File: src/pkg/lslc_pkg.sv
`default_nettype none
package lslc_pkg;
  // Parallel word and line frame geometry.
  localparam int WORD_W = 10;
  localparam int FRAME_W = WORD_W + 2;
  localparam int CNT_W = 4;
  localparam logic [CNT_W-1:0] FRAME_LAST = 4'hB;
  localparam logic [CNT_W-1:0] RCLK_HALF = 4'h6;
  localparam logic [CNT_W-1:0] RCLK_DONE = 4'hC;
  localparam logic [FRAME_W-1:0] ALIGN_PATTERN = 12'hFC0;
  localparam logic [FRAME_W-1:0] IDLE_FRAME = 12'h000;
  // Alignment request must be seen on this many selected clock edges.
  localparam logic [2:0] ALIGN_MIN_EDGES = 3'h5;
  // Word and reference clock limits the system must keep.
  localparam int LINK_CLK_MIN_MHZ = 20;
  localparam int LINK_CLK_MAX_MHZ = 66;
  localparam int SYS_CLK_MHZ = 40;
  localparam int LOCK_FRAMES_DEF = 4;
  localparam int REF_TIMEOUT_DEF = 64;
  // Register map, byte addresses.
  localparam int ADDR_W = 8;
  localparam logic [ADDR_W-1:0] REG_CTRL = 8'h00;
  localparam logic [ADDR_W-1:0] REG_STATUS = 8'h04;
  localparam logic [ADDR_W-1:0] REG_MASK = 8'h08;
  localparam logic [ADDR_W-1:0] REG_STATE = 8'h0C;
  localparam int CTRL_TX_EN_BIT = 0;
  localparam int CTRL_RELOCK_BIT = 1;
  localparam logic [1:0] CTRL_RESET = 2'h1;
  localparam int EVT_W = 4;
  localparam int EVT_LOCK_GAINED = 0;
  localparam int EVT_LOCK_LOST = 1;
  localparam int EVT_ALIGN = 2;
  localparam int EVT_DROP = 3;
  localparam logic [EVT_W-1:0] MASK_RESET = 4'h0;
  localparam int STATE_LOCKED_BIT = 0;
  localparam int STATE_ALIGN_BIT = 1;
  localparam int STATE_WORD_LSB = 2;
  localparam int STATE_W = STATE_WORD_LSB + WORD_W;
  typedef enum logic [1:0] {
    RX_SLEEP,
    RX_HUNT,
    RX_TRAIN,
    RX_LOCKED
  } lslc_rx_state_e;
endpackage
`default_nettype wire

File: src/pkg/lslc_reg_if.sv
`timescale 1ns/1ps
`default_nettype none
interface lslc_reg_if;
  import lslc_pkg::*;
  logic tx_enable;
  logic relock;
  logic [EVT_W-1:0] events;
  logic [STATE_W-1:0] state;
  modport regs (output tx_enable, output relock, input events, input state);
  modport core (input tx_enable, input relock, output events, output state);
endinterface
`default_nettype wire

File: src/hdl/lslc_edge_pick.sv
`timescale 1ns/1ps
`default_nettype none
module lslc_edge_pick (
  input wire logic clock_i,
  input wire logic rst_i,
  input wire logic ce_i,
  input wire logic level_i,
  input wire logic rising_i,
  output logic strobe_o
);
  logic prev;
  logic next_prev;

  always_comb begin
    next_prev = ce_i ? level_i : prev;
  end

  always_ff @(posedge clock_i or posedge rst_i) begin
    if (rst_i) begin
      prev <= 1'b0;
    end else begin
      prev <= next_prev;
    end
  end

  // The sampled clock is compared against its last sample only.
  assign strobe_o = ce_i & (rising_i ? (level_i & ~prev) : (~level_i & prev));
endmodule // lslc_edge_pick
`default_nettype wire

File: src/hdl/lslc_regs.sv
`timescale 1ns/1ps
`default_nettype none
module lslc_regs (
  input wire logic clock_i,
  input wire logic rst_i,
  input wire logic ce_i,
  input wire logic [lslc_pkg::ADDR_W-1:0] reg_addr_i,
  input wire logic [31:0] reg_wdata_i,
  input wire logic reg_we_i,
  input wire logic reg_re_i,
  output logic [31:0] reg_rdata_o,
  output logic irq_o,
  lslc_reg_if.regs bus
);
  import lslc_pkg::*;
  logic [1:0] ctrl, next_ctrl;
  logic [EVT_W-1:0] status, next_status, mask, next_mask;
  logic [31:0] rdata, next_rdata;

  always_comb begin
    next_ctrl = ctrl;
    next_mask = mask;
    next_status = status;
    next_rdata = 32'h0000_0000;
    next_ctrl[CTRL_RELOCK_BIT] = 1'b0;
    if (reg_we_i && reg_addr_i == REG_CTRL) begin
      next_ctrl = reg_wdata_i[1:0];
    end
    if (reg_we_i && reg_addr_i == REG_MASK) begin
      next_mask = reg_wdata_i[EVT_W-1:0];
    end
    if (reg_re_i) begin
      case (reg_addr_i)
        REG_CTRL: next_rdata = {30'h0, 1'b0, ctrl[CTRL_TX_EN_BIT]};
        REG_STATUS: next_rdata = {28'h0, status};
        REG_MASK: next_rdata = {28'h0, mask};
        REG_STATE: next_rdata = {{(32-STATE_W){1'b0}}, bus.state};
        default: next_rdata = 32'h0000_0000;
      endcase
      if (reg_addr_i == REG_STATUS) begin
        next_status = '0;
      end
    end
    // A new event beats the clear of a read in the same cycle.
    next_status = next_status | bus.events;
    if (!ce_i) begin
      next_ctrl = ctrl;
      next_mask = mask;
      next_status = status;
      next_rdata = rdata;
    end
  end

  always_ff @(posedge clock_i or posedge rst_i) begin
    if (rst_i) begin
      ctrl <= CTRL_RESET;
      mask <= MASK_RESET;
      status <= '0;
      rdata <= 32'h0000_0000;
    end else begin
      ctrl <= next_ctrl;
      mask <= next_mask;
      status <= next_status;
      rdata <= next_rdata;
    end
  end

  assign bus.tx_enable = ctrl[CTRL_TX_EN_BIT];
  assign bus.relock = ctrl[CTRL_RELOCK_BIT];
  assign reg_rdata_o = rdata;
  assign irq_o = |(status & mask);
endmodule // lslc_regs
`default_nettype wire

File: src/hdl/lslc_link_ctrl.sv
// Operation
// - Five edges of alignment request start pattern.
// - Pattern repeats while alignment request stays high.
// - Alignment request is OR of both inputs.
// - Output strobe edge follows output edge select.
// - Sleep stops lock, floats receiver data, clock and lock outputs, idles receiver.
// - Lock output goes low once locked.
// - Output enable low floats data and clock.
// - Recovered clock runs at the word rate.
// - Input capture edge follows input edge select.
// - Serial enable low floats the serial output.
// - Parallel word loads into a 10-bit register.
//
// Added by the designer: the address map and the address-and-strobe port.
`timescale 1ns/1ps
`default_nettype none
module lslc_link_ctrl #(
  parameter int LOCK_FRAMES = lslc_pkg::LOCK_FRAMES_DEF,
  parameter int REF_TIMEOUT = lslc_pkg::REF_TIMEOUT_DEF
) (
  input wire logic clock_i,
  input wire logic rst_i,
  input wire logic ce_i,
  input wire logic transmit_word_clock_i,
  input wire logic input_edge_select_i,
  input wire logic [lslc_pkg::WORD_W-1:0] parallel_data_in_i,
  input wire logic align_request_a_i,
  input wire logic align_request_b_i,
  input wire logic serial_out_enable_i,
  output logic serial_o,
  output logic serial_oe_o,
  input wire logic receiver_reference_clock_i,
  input wire logic serial_in_i,
  input wire logic output_edge_select_i,
  input wire logic sleep_n_i,
  input wire logic parallel_out_enable_i,
  output logic [lslc_pkg::WORD_W-1:0] recovered_data_out_o,
  output logic recovered_data_oe_o,
  output logic recovered_clock_o,
  output logic recovered_clock_oe_o,
  output logic recovered_word_valid_o,
  output logic pll_locked_low_o,
  output logic pll_locked_low_oe_o,
  input wire logic [lslc_pkg::ADDR_W-1:0] reg_addr_i,
  input wire logic [31:0] reg_wdata_i,
  input wire logic reg_we_i,
  input wire logic reg_re_i,
  output logic [31:0] reg_rdata_o,
  output logic irq_o
);
  import lslc_pkg::*;

  if (LOCK_FRAMES < 1 || LOCK_FRAMES > 15) begin : g_bad_lock
    $error("LOCK_FRAMES must lie in 1 to 15");
  end
  if (REF_TIMEOUT < 4 || REF_TIMEOUT > 65535) begin : g_bad_ref
    $error("REF_TIMEOUT must lie in 4 to 65535");
  end

  lslc_reg_if rif ();

  lslc_regs u_regs (
    .clock_i(clock_i),
    .rst_i(rst_i),
    .ce_i(ce_i),
    .reg_addr_i(reg_addr_i),
    .reg_wdata_i(reg_wdata_i),
    .reg_we_i(reg_we_i),
    .reg_re_i(reg_re_i),
    .reg_rdata_o(reg_rdata_o),
    .irq_o(irq_o),
    .bus(rif.regs)
  );

  // Transmit side: the word clock is a sampled input, not a clock domain.
  logic tx_strobe;

  lslc_edge_pick u_tx_edge (
    .clock_i(clock_i),
    .rst_i(rst_i),
    .ce_i(ce_i),
    .level_i(transmit_word_clock_i),
    .rising_i(input_edge_select_i),
    .strobe_o(tx_strobe)
  );

  logic tx_align_req;
  logic [2:0] tx_align_cnt, next_tx_align_cnt;
  logic [WORD_W-1:0] tx_in_reg, next_tx_in_reg;
  logic tx_pending, next_tx_pending;
  logic [FRAME_W-1:0] tx_sr, next_tx_sr;
  logic [CNT_W-1:0] tx_cnt, next_tx_cnt;
  logic tx_aligning, tx_load, tx_drop;

  assign tx_align_req = align_request_a_i | align_request_b_i;
  assign tx_aligning = tx_align_req && (tx_align_cnt == ALIGN_MIN_EDGES);
  assign tx_load = ce_i && (tx_cnt == FRAME_LAST);
  // A word not yet framed when the next arrives is overwritten.
  assign tx_drop = tx_strobe && tx_pending && !tx_load;

  always_comb begin
    next_tx_align_cnt = tx_align_cnt;
    next_tx_in_reg = tx_in_reg;
    next_tx_pending = tx_pending;
    next_tx_sr = tx_sr;
    next_tx_cnt = tx_cnt;
    if (ce_i) begin
      if (!tx_align_req) begin
        next_tx_align_cnt = 3'h0;
      end else if (tx_strobe && tx_align_cnt != ALIGN_MIN_EDGES) begin
        next_tx_align_cnt = tx_align_cnt + 3'h1;
      end
      if (tx_load) begin
        next_tx_cnt = '0;
        if (!rif.tx_enable) begin
          next_tx_sr = IDLE_FRAME;
        end else if (tx_aligning) begin
          next_tx_sr = ALIGN_PATTERN;
        end else if (tx_pending) begin
          next_tx_sr = {1'b1, tx_in_reg, 1'b0};
          next_tx_pending = 1'b0;
        end else begin
          next_tx_sr = IDLE_FRAME;
        end
      end else begin
        next_tx_cnt = tx_cnt + 4'h1;
        next_tx_sr = {tx_sr[FRAME_W-2:0], 1'b0};
      end
      if (tx_strobe) begin
        next_tx_in_reg = parallel_data_in_i;
        next_tx_pending = 1'b1;
      end
    end
  end

  always_ff @(posedge clock_i or posedge rst_i) begin
    if (rst_i) begin
      tx_align_cnt <= 3'h0;
      tx_in_reg <= '0;
      tx_pending <= 1'b0;
      tx_sr <= IDLE_FRAME;
      tx_cnt <= '0;
    end else begin
      tx_align_cnt <= next_tx_align_cnt;
      tx_in_reg <= next_tx_in_reg;
      tx_pending <= next_tx_pending;
      tx_sr <= next_tx_sr;
      tx_cnt <= next_tx_cnt;
    end
  end

  assign serial_o = tx_sr[FRAME_W-1];
  assign serial_oe_o = serial_out_enable_i;

  // Receive side.
  lslc_rx_state_e rx_state, next_rx_state;
  logic [FRAME_W-1:0] rx_sr;
  logic [FRAME_W-1:0] rx_win;
  logic [CNT_W-1:0] rx_cnt, next_rx_cnt, rclk_tmr, next_rclk_tmr;
  logic [3:0] rx_good, next_rx_good;
  logic [15:0] ref_tmr, next_ref_tmr;
  logic ref_prev, ref_alive;
  logic [WORD_W-1:0] rx_data, next_rx_data;
  logic rx_valid, next_rx_valid, rclk, next_rclk;
  logic frame_end, frame_ok, rx_word_load;
  logic gained, lost;

  assign rx_win = {rx_sr[FRAME_W-2:0], serial_in_i};
  assign frame_end = ce_i && (rx_cnt == FRAME_LAST);
  // Stop bit must be low; a low start bit marks an all-zero idle frame.
  assign frame_ok = !rx_win[0] && (rx_win[FRAME_W-1] || rx_win == IDLE_FRAME);
  assign ref_alive = (ref_tmr != 16'h0000);
  assign rx_word_load = frame_end && rx_state == RX_LOCKED && frame_ok &&
    rx_win[FRAME_W-1] && rx_win != ALIGN_PATTERN;

  always_comb begin
    next_rx_state = rx_state;
    next_rx_cnt = rx_cnt;
    next_rx_good = rx_good;
    gained = 1'b0;
    lost = 1'b0;
    if (ce_i) begin
      next_rx_cnt = (rx_cnt == FRAME_LAST) ? '0 : rx_cnt + 4'h1;
      case (rx_state)
        RX_SLEEP: begin
          next_rx_state = RX_HUNT;
        end
        RX_HUNT: begin
          if (ref_alive && rx_win == ALIGN_PATTERN) begin
            next_rx_state = RX_TRAIN;
            next_rx_cnt = '0;
            next_rx_good = 4'h1;
          end
        end
        RX_TRAIN: begin
          if (frame_end) begin
            if (!frame_ok) begin
              next_rx_state = RX_HUNT;
            end else if (rx_good >= 4'(LOCK_FRAMES)) begin
              next_rx_state = RX_LOCKED;
              gained = 1'b1;
            end else begin
              next_rx_good = rx_good + 4'h1;
            end
          end
        end
        RX_LOCKED: begin
          if (frame_end && !frame_ok) begin
            next_rx_state = RX_HUNT;
            lost = 1'b1;
          end
        end
        default: begin
          next_rx_state = RX_HUNT;
        end
      endcase
      if (rx_state != RX_SLEEP && (!ref_alive || rif.relock)) begin
        next_rx_state = RX_HUNT;
        lost = (rx_state == RX_LOCKED);
      end
    end
    // Sleep waits for the clock enable so that a frozen block keeps its state.
    if (ce_i && !sleep_n_i) begin
      next_rx_state = RX_SLEEP;
      lost = (rx_state == RX_LOCKED);
    end
  end

  always_comb begin
    next_ref_tmr = ref_tmr;
    next_rx_data = rx_data;
    next_rx_valid = rx_valid;
    next_rclk_tmr = rclk_tmr;
    next_rclk = rclk;
    if (ce_i) begin
      if (receiver_reference_clock_i != ref_prev) begin
        next_ref_tmr = 16'(REF_TIMEOUT);
      end else if (ref_alive) begin
        next_ref_tmr = ref_tmr - 16'h0001;
      end
      if (rx_word_load) begin
        next_rx_data = rx_win[FRAME_W-2:1];
        next_rx_valid = 1'b1;
        next_rclk_tmr = '0;
      end else if (rclk_tmr != RCLK_DONE) begin
        next_rclk_tmr = rclk_tmr + 4'h1;
      end
      // The chosen strobe edge falls mid-word, half a frame after data change.
      next_rclk = (next_rclk_tmr != RCLK_DONE) &&
        ((next_rclk_tmr < RCLK_HALF) != output_edge_select_i);
    end
    if (next_rx_state != RX_LOCKED) begin
      next_rx_valid = 1'b0;
      next_rclk = 1'b0;
      next_rclk_tmr = RCLK_DONE;
    end
  end

  always_ff @(posedge clock_i or posedge rst_i) begin
    if (rst_i) begin
      rx_state <= RX_SLEEP;
      rx_sr <= '0;
      rx_cnt <= '0;
      rx_good <= 4'h0;
      ref_tmr <= 16'h0000;
      ref_prev <= 1'b0;
      rx_data <= '0;
      rx_valid <= 1'b0;
      rclk_tmr <= RCLK_DONE;
      rclk <= 1'b0;
    end else begin
      rx_state <= next_rx_state;
      rx_sr <= ce_i ? rx_win : rx_sr;
      rx_cnt <= next_rx_cnt;
      rx_good <= next_rx_good;
      ref_tmr <= next_ref_tmr;
      ref_prev <= ce_i ? receiver_reference_clock_i : ref_prev;
      rx_data <= next_rx_data;
      rx_valid <= next_rx_valid;
      rclk_tmr <= next_rclk_tmr;
      rclk <= next_rclk;
    end
  end

  assign recovered_data_out_o = rx_data;
  assign recovered_clock_o = rclk;
  assign recovered_word_valid_o = rx_valid;
  assign recovered_data_oe_o = sleep_n_i & parallel_out_enable_i;
  assign recovered_clock_oe_o = sleep_n_i & parallel_out_enable_i;
  assign pll_locked_low_o = (rx_state != RX_LOCKED);
  assign pll_locked_low_oe_o = sleep_n_i;

  always_comb begin
    rif.events = '0;
    rif.events[EVT_LOCK_GAINED] = gained;
    rif.events[EVT_LOCK_LOST] = lost;
    rif.events[EVT_ALIGN] = ce_i && tx_strobe && tx_align_req &&
      (tx_align_cnt == ALIGN_MIN_EDGES - 3'h1);
    rif.events[EVT_DROP] = tx_drop;
    rif.state = {rx_data, tx_aligning, rx_state == RX_LOCKED};
  end
endmodule // lslc_link_ctrl
`default_nettype wire

File: config.mk
export PLATFORM = sky130hd
export DESIGN_NAME = lslc_link_ctrl
export DESIGN_NICKNAME = d
export VERILOG_FILES = /design/src/pkg/lslc_pkg.sv /design/src/pkg/lslc_reg_if.sv /design/src/hdl/lslc_edge_pick.sv /design/src/hdl/lslc_regs.sv /design/src/hdl/lslc_link_ctrl.sv
export SDC_FILE = /design/constraint.sdc
export NUM_CORES = 1
export LEC_CHECK = 0
export BUFFER_PORTS_ARGS = -buffer_cell sky130_fd_sc_hd__buf_2
export CELL_PAD_IN_SITES_DETAIL_PLACEMENT = 1
export CELL_PAD_IN_SITES_GLOBAL_PLACEMENT = 1
export CORE_MARGIN = 1
export CORE_UTILIZATION = 45
export DETAILED_ROUTE_END_ITERATION = 6
export HOLD_SLACK_MARGIN = 0.12
export PLACE_DENSITY = 0.85
export SLEW_MARGIN = 20
export SYNTH_ARGS = -nofsm -noshare
export SYNTH_HDL_FRONTEND = slang
export SYNTH_SLANG_ARGS = --single-unit
export TNS_END_PERCENT = 10
File: constraint.sdc
create_clock -name clock_i -period 10.6 [get_ports clock_i]
set_input_delay 2.65 -clock clock_i [delete_from_list [all_inputs] [get_ports clock_i]]
set_output_delay 2.65 -clock clock_i [all_outputs]
set_load 0.01 [all_outputs]
==> summary.txt <==
Layout area overhead -> 11.7%
Top_reg_cell synth -> dfrtp_1
Top reg by flops -> ref_tmr
Vias in the first global route -> 4391
Failing checks -> DRC
Fin crit share -> 0.539
Initial DRT Pass Iterations -> 6
CP Class -> in2out
Die Wd -> 112 um
Post-CTS setup buffer count -> 0
TNS Setup -> 0 ps
FF+latch count, synth -> 106
FMAX -> 0.175 GHz
Synth unique cells -> 60
Routed len/inst -> 18.0 um
IO Pins -> 116
VDD IR-drop max -> 0.0940 mV
Clk_skew -> 10.2 ps
# placed instances -> 716
Post-DP HPWL -> 8820 um
Vias post-DR -> 4169
DR iter-0 viols -> 160
Worst-Skew Late Latency -> 350 ps
Slew Viols, Final -> 0
Global-route wire length before repair -> 22100 um
Total GRT Usage -> 0.226
Final setup viols -> 0
Routed WL -> 13200 um
Clock sinks -> 106
Pin count of the biggest net entering global routing -> 75
Max Cap Viol -> 0
Unrepaired setup endpoints after global routing -> false
Vias per inst -> 5.70
Post-route ant nets -> 0
Warnings from Yosys -> 0
Gr ovfl total -> 0
PortBufs -> 65
Leak Pwr -> 0.00286 uW
Placed Instance Area -> 0.00573 mm2
Die H -> 112 um
Cells after synthesis -> 530
Number of enable flip-flop cells after synthesis -> 0
Crit end category -> output port
Design area -> 0.00604 mm2
CTS tree -> yes
Routability cong. -> 0.811
H-tree levels -> 3
Min Tclk post-route -> 5720 ps
Crit path launch type -> input pin
Async SR Flop Fraction -> 1.00
Fin nets -> 658
Clock Root Buffer -> clkbuf_16
Crit Path Max Fanout -> 4
Initial antenna violation count -> 0
Clock Path Buffers -> 2
Fraction of layout cells with a size suffix above 1 -> 0.243
Filler instances -> 1322
PD cells -> 190 mW/mm2
Power Total -> 1150 uW
Area of the mapped netlist -> 0.00541 mm2
Die area -> 0.0125 mm2
Clk pin slew, worst setup/hold paths -> 70 ps
Worst rel slew slack -> 0.382
ANT cells -> 0
Sequential share of the synthesized area -> 0.491
Initial Util -> 0.467
Row cnt -> 39
Non-filler instance count after layout -> 732
Cts repair resizes -> 0
CTS Hold Bufs -> 0
Worst EP required -> 7950 ps
DRC viols -> 8
Worst EP arrival -> 3070 ps
Final Hold Fails -> 0
Status -> complete, but fails checks
Worst hold path class -> reg2reg
Average cell area after synthesis -> 10.2 um2
Tightest Pin Transition -> 927 ps
Core region area -> 0.0116 mm2
CTS Buf Count -> 9
Largest register FFs -> 16
critical path, stage by stage:
cell    delay [ps]
buf_2          130
and2_1         150
buf_2          130
cell families (layout without fill, tap and decap cells):
group	count (synthesis)	count (layout)	synth area share
buf+inv	68	108	0.0680
xor+xnor	12	12	0.0194
mux	49	49	0.101
compound gates	98	98	0.124
other cells	1	20	0.000694
fa+ha+maj	9	9	0.0208
simple gates	187	187	0.175
flops	106	106	0.491
path summary, 6_finish.rpt:
| path | from | endpoint | slack [ps] | depth (start not counted) |
|---|---|---|---|---|
| min reg2reg | u_regs.reg_rdata_o[1] | u_regs.reg_rdata_o[1] | 490 | 1 |
| max | sleep_n_i | recovered_data_oe_o | 4880 | 3 |
| min | u_regs.reg_rdata_o[1] | u_regs.reg_rdata_o[1] | 490 | 1 |
| max reg2reg | ref_tmr[0] | rx_good[0] | 7980 | 7 |
| min in group asynchronous | rst_i | tx_cnt[1] | 2300 | 2 |
| max in group asynchronous | rst_i | rx_good[1] | 7030 | 3 |
area by class of cell:
cell class              count  area (um2)  area share
clock buffers              13         260      0.0431
clock inverters             3        47.5     0.00787
inverters                  24        95.1      0.0157
multi-input cells         375        2450       0.406
flip-flops and latches    106        2660       0.440
well taps                 143         179      0.0296
repair buffers             68         348      0.0576
report_power, final:
part | leakage, uW | switching (uW) | internal [uW]
clock | 0.000150 | 149 | 197
sequential | 0.00136 | 78.8 | 476
combinational | 0.00135 | 138 | 108
cells in the mapped netlist (all sizes together) (5+ instances only):
cell type	count	area [um2]
nor2	39	146
nand2b	5	31.3
o21ai	25	125
and2	6	37.5
nand4	5	31.3
nor4	10	75.1
ha	9	113
mux2	43	484
a21oi	18	90.1
or3	6	37.5
nor2b	6	37.5
o22ai	5	31.3
clkbuf	16	60.1
dfrtp	103	2580
xnor2	7	61.3
a22o	11	96.3
nand3	15	80.1
inv	24	92.6
nand2	57	214
o2bb2ai	5	43.8
and3	5	31.3
a221oi	5	43.8
a31oi	5	31.3
xor2	5	43.8
mux2i	6	60.1
nor3	13	65.1
buf	28	215
cell usage in the layout, fill, tap and decap left out, types with 6 or more instances in the layout:
| cell type | n |
|---|---|
| or3_1 | 6 |
| nor2b_1 | 6 |
| buf_2 | 65 |
| nor2_1 | 39 |
| inv_1 | 22 |
| conb_1 | 20 |
| clkbuf_16 | 9 |
| nor3_1 | 13 |
| o21ai_0 | 24 |
| nand2_1 | 57 |
| xnor2_1 | 7 |
| dfrtp_1 | 103 |
| a21oi_1 | 18 |
| ha_1 | 9 |
| mux2_2 | 43 |
| mux2i_1 | 6 |
| a22o_1 | 11 |
| nor4_1 | 8 |
| nand3_1 | 14 |
per-layer routing:
metal,vias up,global-route usage,wire [um]
li1,1942,-,-
met1,2120,0.278,5660
met2,87,0.402,6880
met3,20,0.0348,378
met4,0,0.0802,247
met5,-,0,0
through the flow:
step | hold slack, ps | worst slack, ps | util
after floorplan | 455 | 4980 | -
after detailed placement | 470 | 4890 | 0.496
after global placement | 471 | 4900 | 0.496
after CTS | 491 | 4890 | 0.522
after global routing | 504 | 4880 | 0.522
final | 489 | 4880 | 0.522
(Power assumes the default switching activity.)
